<file path="config.mk">
export PLATFORM = sky130hd
export DESIGN_NAME = pci_initiator_burst_write_stall
export DESIGN_NICKNAME = d
export VERILOG_FILES = /design/src/logic/pci_init_stall_pkg.sv /design/src/logic/pci_initiator_burst_write_stall.sv /design/src/logic/tail_wait_tracker.sv
export VERILOG_INCLUDE_DIRS = /design/src /design/src/logic
export SDC_FILE = /design/constraint.sdc
export NUM_CORES = 1
export LEC_CHECK = 0
export BUFFER_PORTS_ARGS = -buffer_cell sky130_fd_sc_hd__buf_2
export CAP_MARGIN = 20
export CORE_ASPECT_RATIO = 2
export CORE_UTILIZATION = 30
export DETAILED_ROUTE_END_ITERATION = 6
export SLEW_MARGIN = 20
export SYNTH_ARGS = -nofsm -noshare
export SYNTH_HDL_FRONTEND = slang
export SYNTH_SLANG_ARGS = --single-unit
</file>
<file path="constraint.sdc">
create_clock -name clk_sys_i -period 3.85 [get_ports clk_sys_i]
set_clock_uncertainty 0.2 [all_clocks]
set_input_delay 0.385 -clock clk_sys_i [delete_from_list [all_inputs] [get_ports clk_sys_i]]
set_output_delay 0.385 -clock clk_sys_i [all_outputs]
set_load 0.02 [all_outputs]
</file>
<file path="src/logic/pci_init_stall_regs.svh">
// Constants for the PCI initiator write-burst stall model.
// Assumes inclusion by the design files and the bench.
`ifndef PCI_INIT_STALL_REGS_SVH
`define PCI_INIT_STALL_REGS_SVH
`define PIS_BUF_DEPTH     4
`define PIS_BUF_AW        2
`define PIS_TAIL_PHASES   2
`endif

</file>
<file path="src/logic/pci_init_stall_pkg.sv">
// Types for the PCI initiator write-burst stall model.
// Assumes nothing beyond a SystemVerilog compiler.
package pci_init_stall_pkg;
   typedef enum logic [1:0] {
      ST_IDLE,
      ST_BURST,
      ST_STALL
   } mst_state_e;
   typedef enum logic [1:0] {
      RESP_OKAY,
      RESP_ERROR,
      RESP_RETRY,
      RESP_SPLIT
   } ahb_resp_e;
endpackage

</file>
<file path="src/logic/pci_initiator_burst_write_stall.sv">
// PCI initiator model with the write-burst tail-wait stall and recovery.
// Assumes on-chip requests and PCI target phase responses share clk_sys_i.
// Functional notes
// - Waits on last two write phases stall master
// - Reads and tail-without-wait bursts never stall
// - Stall only in master mode; target unaffected
// - Stalled master still buffers writes while room
// - Stalled: full-buffer writes and all reads retried
// - Bridge converts retries into split replies
// - Master reset bit clears stall, restores operation
// - Master reset discards every buffered access
`timescale 1ns/100ps
`default_nettype none
`include "pci_init_stall_regs.svh"
module pci_initiator_burst_write_stall
(
   // Clock and reset
   input  wire logic        clk_sys_i,
   input  wire logic        rst_n_i,
   // Control
   input  wire logic        mst_reset_i,
   // On-chip request port
   input  wire logic        req_valid_i,
   input  wire logic        req_write_i,
   input  wire logic [31:0] req_addr_i,
   input  wire logic [31:0] req_wdata_i,
   input  wire logic [3:0]  req_len_i,
   output logic             req_ready_o,
   output logic [1:0]       req_resp_o,
   // PCI master side, abstracted to phases
   output logic             pci_start_o,
   output logic             pci_write_o,
   output logic [31:0]      pci_addr_o,
   output logic [31:0]      pci_data_o,
   output logic             pci_last_o,
   input  wire logic        pci_trdy_i,
   input  wire logic        pci_wait_i,
   // Status
   output logic             stalled_o,
   output logic             target_active_o,
   input  wire logic        target_req_i
);
   localparam int DEPTH = `PIS_BUF_DEPTH;
   localparam int AW    = `PIS_BUF_AW;

   pci_init_stall_pkg::mst_state_e state_q;
   logic [31:0]   addr_mem_q [DEPTH];
   logic [31:0]   data_mem_q [DEPTH];
   logic          wr_mem_q   [DEPTH];
   logic [3:0]    len_mem_q  [DEPTH];
   logic [AW-1:0] wptr_q;
   logic [AW-1:0] rptr_q;
   logic [AW:0]   count_q;
   logic [3:0]    left_q;
   logic          full;
   logic          empty;
   logic          accept;
   logic          launch;
   logic          phase_done;
   logic          tail_waited;
   logic          stalled;
   logic          target_q;

   assign full       = (count_q == (AW+1)'(DEPTH));
   assign empty      = (count_q == '0);
   assign stalled    = (state_q == pci_init_stall_pkg::ST_STALL);
   assign phase_done = (state_q == pci_init_stall_pkg::ST_BURST) && pci_trdy_i;
   assign launch     = (state_q == pci_init_stall_pkg::ST_IDLE) && !empty
                       && !mst_reset_i;

   // Reads are retried while stalled; writes only once buffers are full
   assign accept = req_valid_i && !mst_reset_i && !full
                   && !(stalled && !req_write_i);
   assign req_ready_o = accept;

   always_comb
   begin
      req_resp_o = pci_init_stall_pkg::RESP_OKAY;
      // Upstream bridge turns RETRY into SPLIT for other masters
      if (req_valid_i && !accept)
         req_resp_o = pci_init_stall_pkg::RESP_RETRY;
   end

   // Request buffer; a master reset drops all queued accesses
   always_ff @(posedge clk_sys_i or negedge rst_n_i)
   begin
      if (!rst_n_i)
      begin
         wptr_q  <= '0;
         rptr_q  <= '0;
         count_q <= '0;
      end
      else if (mst_reset_i)
      begin
         wptr_q  <= '0;
         rptr_q  <= '0;
         count_q <= '0;
      end
      else
      begin
         if (accept)
            wptr_q <= wptr_q + 1'b1;
         if (launch)
            rptr_q <= rptr_q + 1'b1;
         count_q <= count_q + (AW+1)'(accept) - (AW+1)'(launch);
      end
   end

   genvar g;
   generate
      for (g = 0; g < DEPTH; g++)
      begin : g_entry
         always_ff @(posedge clk_sys_i or negedge rst_n_i)
         begin
            if (!rst_n_i)
            begin
               addr_mem_q[g] <= '0;
               data_mem_q[g] <= '0;
               wr_mem_q[g]   <= 1'b0;
               len_mem_q[g]  <= '0;
            end
            else if (accept && wptr_q == AW'(g))
            begin
               addr_mem_q[g] <= req_addr_i;
               data_mem_q[g] <= req_wdata_i;
               wr_mem_q[g]   <= req_write_i;
               len_mem_q[g]  <= req_len_i;
            end
         end
      end
   endgenerate

   tail_wait_tracker u_tail
   (
      .clk_sys_i    (clk_sys_i),
      .rst_n_i      (rst_n_i),
      .start_i      (launch),
      .wait_i       ((state_q == pci_init_stall_pkg::ST_BURST) && pci_wait_i),
      .phase_done_i (phase_done),
      .tail_waited_o(tail_waited)
   );

   // Master sequencer; the lost last word leaves it stuck until reset
   always_ff @(posedge clk_sys_i or negedge rst_n_i)
   begin
      if (!rst_n_i)
      begin
         state_q     <= pci_init_stall_pkg::ST_IDLE;
         left_q      <= '0;
         pci_start_o <= 1'b0;
         pci_write_o <= 1'b0;
         pci_addr_o  <= '0;
         pci_data_o  <= '0;
      end
      else
      begin
         pci_start_o <= 1'b0;
         if (mst_reset_i)
         begin
            state_q <= pci_init_stall_pkg::ST_IDLE;
            left_q  <= '0;
         end
         else
         begin
            case (state_q)
               pci_init_stall_pkg::ST_IDLE:
                  if (launch)
                  begin
                     state_q     <= pci_init_stall_pkg::ST_BURST;
                     left_q      <= len_mem_q[rptr_q];
                     pci_start_o <= 1'b1;
                     pci_write_o <= wr_mem_q[rptr_q];
                     pci_addr_o  <= addr_mem_q[rptr_q];
                     pci_data_o  <= data_mem_q[rptr_q];
                  end
               pci_init_stall_pkg::ST_BURST:
                  if (pci_trdy_i)
                  begin
                     if (left_q == '0)
                     begin
                        // Tail waits on a burst write lose the last word
                        if (pci_write_o && tail_waited)
                           state_q <= pci_init_stall_pkg::ST_STALL;
                        else
                           state_q <= pci_init_stall_pkg::ST_IDLE;
                     end
                     else
                        left_q <= left_q - 4'h1;
                  end
               pci_init_stall_pkg::ST_STALL:
                  state_q <= pci_init_stall_pkg::ST_STALL;
               default:
                  state_q <= pci_init_stall_pkg::ST_IDLE;
            endcase
         end
      end
   end

   // Burst length counts extra phases; tail check uses the recorded history
   assign pci_last_o = (state_q == pci_init_stall_pkg::ST_BURST) && (left_q == '0);
   assign stalled_o  = stalled;

   // Target path stays independent of the master stall
   always_ff @(posedge clk_sys_i or negedge rst_n_i)
   begin
      if (!rst_n_i)
         target_q <= 1'b0;
      else
         target_q <= target_req_i;
   end
   assign target_active_o = target_q;

   a_read_no_stall: assert property (@(posedge clk_sys_i) disable iff (!rst_n_i)
      (phase_done && !pci_write_o) |=> !stalled)
      else $error("read burst caused stall");
   a_stall_from_burst: assert property (@(posedge clk_sys_i) disable iff (!rst_n_i)
      (!$past(stalled) && stalled) |-> $past(pci_write_o && pci_last_o && tail_waited))
      else $error("stall without tail-wait write");
   a_stall_hold: assert property (@(posedge clk_sys_i) disable iff (!rst_n_i)
      (stalled && !mst_reset_i) |=> stalled)
      else $error("stall left without reset");
   a_read_retry: assert property (@(posedge clk_sys_i) disable iff (!rst_n_i)
      (stalled && req_valid_i && !req_write_i) |->
         req_resp_o == pci_init_stall_pkg::RESP_RETRY)
      else $error("read not retried in stall");
   a_write_buffer: assert property (@(posedge clk_sys_i) disable iff (!rst_n_i)
      (stalled && req_valid_i && req_write_i && !full && !mst_reset_i) |-> req_ready_o)
      else $error("write refused with room");
   a_reset_clears: assert property (@(posedge clk_sys_i) disable iff (!rst_n_i)
      mst_reset_i |=> (state_q == pci_init_stall_pkg::ST_IDLE) && empty)
      else $error("master reset did not clear");
   a_reset_no_launch: assert property (@(posedge clk_sys_i) disable iff (!rst_n_i)
      mst_reset_i |=> !pci_start_o)
      else $error("discarded access launched");
   a_target_free: assert property (@(posedge clk_sys_i) disable iff (!rst_n_i)
      target_req_i |=> target_active_o)
      else $error("target path blocked");
endmodule
`default_nettype wire

</file>
<file path="src/logic/tail_wait_tracker.sv">
// Tracks wait states on the last data phases of a PCI write burst.
// Assumes phase strobes are synchronous to clk_sys_i.
`timescale 1ns/100ps
`default_nettype none
`include "pci_init_stall_regs.svh"
module tail_wait_tracker
(
   // Clock and reset
   input  wire logic clk_sys_i,
   input  wire logic rst_n_i,
   // Burst phase events
   input  wire logic start_i,
   input  wire logic wait_i,
   input  wire logic phase_done_i,
   // Result
   output logic      tail_waited_o
);
   logic [`PIS_TAIL_PHASES-2:0] hist_q;
   logic                        cur_wait_q;

   // Each finished phase records whether it waited; the earlier N-1 are kept
   always_ff @(posedge clk_sys_i or negedge rst_n_i)
   begin
      if (!rst_n_i)
      begin
         hist_q     <= '0;
         cur_wait_q <= 1'b0;
      end
      else if (start_i)
      begin
         hist_q     <= '0;
         cur_wait_q <= 1'b0;
      end
      else if (phase_done_i)
      begin
         hist_q     <= (`PIS_TAIL_PHASES-1)'({hist_q, cur_wait_q});
         cur_wait_q <= 1'b0;
      end
      else if (wait_i)
      begin
         cur_wait_q <= 1'b1;
      end
   end

   // The finishing phase's own wait is still in cur_wait_q at its done strobe
   assign tail_waited_o = &{hist_q, cur_wait_q};
endmodule
`default_nettype wire

</file>
==> flow_metrics.tcl <==
set metrics [dict create \
    crit_fanout 37 \
    setup_ws_ps 854.6 \
    maxCapViolCount 0 \
    synth.cell_area_um2 15180 \
    place_hpwl_um 21490 \
    layout_min_cycle_time_ps 2995 \
    drc_errors 0 \
    synth_nets 995 \
    utilization_pct 37.43 \
    hold_violations 0 \
    hold_ws_ps 49.21 \
    detailroute.via_count 8564 \
    ant_nets 0 \
    area_growth_pct 23.10 \
    synth_top_area_share_pct 59.00 \
    grt_max_degree 94 \
    dieArea_um2 51570 \
    grt_pass1_wl_um 55430 \
    routedWlPerCell_um 19.08 \
    h-tree-depth 2 \
    portBuffers 146 \
    synth_top_area_cell "dfrtp_1" \
    ir_drop_v 0.0004599 \
    drv_slew 0 \
    clockBufferDepth 3 \
    worstSetupEndpointType "register" \
    diodes 0 \
    critical-path-max-stage-delay_ps 760 \
    fin_area_um2 18690 \
    start_kind "register" \
    cts_buffers 36 \
    maxSlewHeadroom_pct 48.30 \
    cp_slowest_cell "a2111oi_4" \
    p_per_area_nw_per_um2 802.5 \
    cp.required_ps 4050 \
    synth-main-ff-cell "dfrtp_1" \
    postCtsSetupRepairBufs 0 \
    cts-root-buf "clkbuf_16" \
    cts-resized-gates 0 \
    synth_edf_count 0 \
    grt-ovfl-total 0 \
    drive_above_1_share_pct 55.79 \
    fin_crit_sh_pct 77.80 \
    std_cell_rows 116 \
    dp_slack_ps 831.1 \
    grt_pass1_vias 9546 \
    synthTopCellsByArea "dfrtp_1, mux2_2, mux4_2" \
    wl_um 34480 \
    fmax_mhz 333.8 \
    status "complete, no violations" \
    drt_iter0_drc 253 \
    p_leak_nw 8.323 \
    synth_seq_area_share_pct 59.00 \
    die_y_um 320.2 \
    synth-seq-cells 358 \
    worstMarginPinSlew_ps 775.4 \
    coreArea_um2 49930 \
    min-delay-path-class "input port to register" \
    synth_area_per_cell_um2 16.67 \
    crit_chain "nor2b_2 > a2111oi_4 > nand2_4 > buf_4 > mux2_2" \
    finalSetupViolations 0 \
    first_pass_iters 6 \
    insertion_delay_ps 530 \
    fp.dieW_um 161.1 \
    clkSlewWorstSetupHoldPaths_ps 60 \
    initial_core_util_pct 30.41 \
    tns_ps 0 \
    viasPerCell 4.739 \
    synthArstFlopShare_pct 100.0 \
    post_synth_num_cell_types 40 \
    cts.sinks 358 \
    ys.warnings.count 0 \
    cts_tree "built" \
    antenna_found_initial 0 \
    hold_buffers 73 \
    gp_congestion 0.7163 \
    path_class "register to register" \
    rsz0062_at_grt "no" \
    grt_usage_pct 13.83 \
    timing.critical_path.arrival_ps 3200 \
    fin_nets 1215 \
    syn-instance-count 911 \
    placed_cell_area_um2 16740 \
    io_pins 148 \
]
-- layout make-up --
type	count	area, um^2
Clock buffer	51	1059
Clock inverter	14	158.9
Fill cell	4752	31240
Inverter	10	37.54
Multi-Input combinational cell	486	5948
Sequential cell	358	8966
Tap cell	649	812.0
Timing Repair Buffer	239	1709
-- cells in the mapped netlist (3+ instances only) --
cell      instances
a31oi_1           5
buf_2             3
mux4_2           69
a21oi_1           4
buf_4             5
buf_6             4
clkbuf_1         37
mux2_2          342
inv_1            10
o21ai_0           4
nor2_1           17
ha_1              7
dfrtp_1         358
nand2_1           4
nand2_2           4
buf_1             8
-- where the power goes --
part	switching [mW]	total [mW]	internal [mW]	leakage, nW
combinational	1.97	4.80	2.83	3.27
clock	1.51	3.64	2.13	0.604
sequential	0.994	6.56	5.57	4.45
-- cells by family (layout without fill, tap and decap cells) --
logic type	after synthesis	in the layout	share of synthesized area, %
multiplexers	412	412	35.67
flip-flops	358	358	59.00
buffers and inverters	67	314	2.002
AND/OR/NAND/NOR	40	40	1.360
AO/OA/AOI/OAI	21	21	1.005
adder cells (fa/ha/maj)	8	8	0.7087
XOR/XNOR	4	4	0.2308
other	1	1	0.02470
-- layout by cell type (no fill, tap or decap), types with 2 or more instances in the layout --
| master | netlist | routed |
|---|---|---|
| nor3b_1 | 2 | 2 |
| nor2_1 | 17 | 16 |
| nor3_1 | 2 | 2 |
| a211oi_1 | 2 | 2 |
| clkbuf_8 | 0 | 8 |
| xnor2_1 | 2 | 2 |
| a21o_1 | 2 | 2 |
| dlygate4sd3_1 | 0 | 73 |
| buf_2 | 3 | 145 |
| inv_1 | 10 | 10 |
| dfrtp_4 | 0 | 2 |
| clkbuf_16 | 0 | 37 |
| bufinv_16 | 0 | 3 |
| clkbuf_1 | 37 | 6 |
| mux4_2 | 69 | 69 |
| nand2_1 | 4 | 4 |
| inv_6 | 0 | 3 |
| buf_4 | 5 | 13 |
| a21oi_1 | 4 | 4 |
| nand2_4 | 0 | 4 |
| o21ai_0 | 4 | 4 |
| buf_12 | 0 | 7 |
| a31oi_1 | 5 | 5 |
| mux2_2 | 342 | 342 |
| clkinv_2 | 0 | 7 |
| xor2_1 | 2 | 2 |
| ha_1 | 7 | 7 |
| dfrtp_1 | 358 | 356 |
-- registers in the layout, summed over array words and instances, names as in the netlist, 2 cells and up --
name,cells
addr_mem_q,128
count_q,3
data_mem_q,128
left_q,4
len_mem_q,16
pci_addr_o,32
pci_data_o,32
rptr_q,2
state_q,2
wptr_q,2
wr_mem_q,4
-- routing by layer --
metal  GRT usage (%)  vias to the layer above  wire, um
met5               0                        -         0
met4           5.031                        0       954
met3           1.785                       50       975
met2           25.74                      137     18700
met1           15.96                     4586     13850
li1                -                     3791         -
-- metrics by stage --
stage | instances | power, mW
floorplan | 911 | 9.956
global placement | 1669 | 11.27
detailed placement | 1669 | 11.49
CTS | 1807 | 15.30
global route | 1807 | 15.93
finish | 1807 | 15.00
-- critical path, delay by kind of cell (launching register included) --
kind / cells / cell delay, ps
AND/OR/NAND/NOR: 2 / 770
AO/OA/AOI/OAI: 1 / 760
flip-flops: 1 / 420
buffers and inverters: 1 / 410
multiplexers: 1 / 290
-- path summary, 6_finish.rpt --
kind	startpoint	endpoint	slack, ps	depth (start not counted)
max reg2reg	state_q[1]$_DFFE_PN0P_	data_mem_q[31]$_DFFE_PN0P_	850	5
max in group asynchronous	rst_n_i	data_mem_q[37]$_DFFE_PN0P_	2160	3
max	state_q[1]$_DFFE_PN0P_	data_mem_q[31]$_DFFE_PN0P_	850	5
min reg2reg	data_mem_q[54]$_DFFE_PN0P_	data_mem_q[54]$_DFFE_PN0P_	300	1
min	mst_reset_i	count_q[2]$_DFF_PN0_	50	2
min in group asynchronous	rst_n_i	addr_mem_q[16]$_DFFE_PN0P_	290	2
Power figures use the tool's default switching activity.
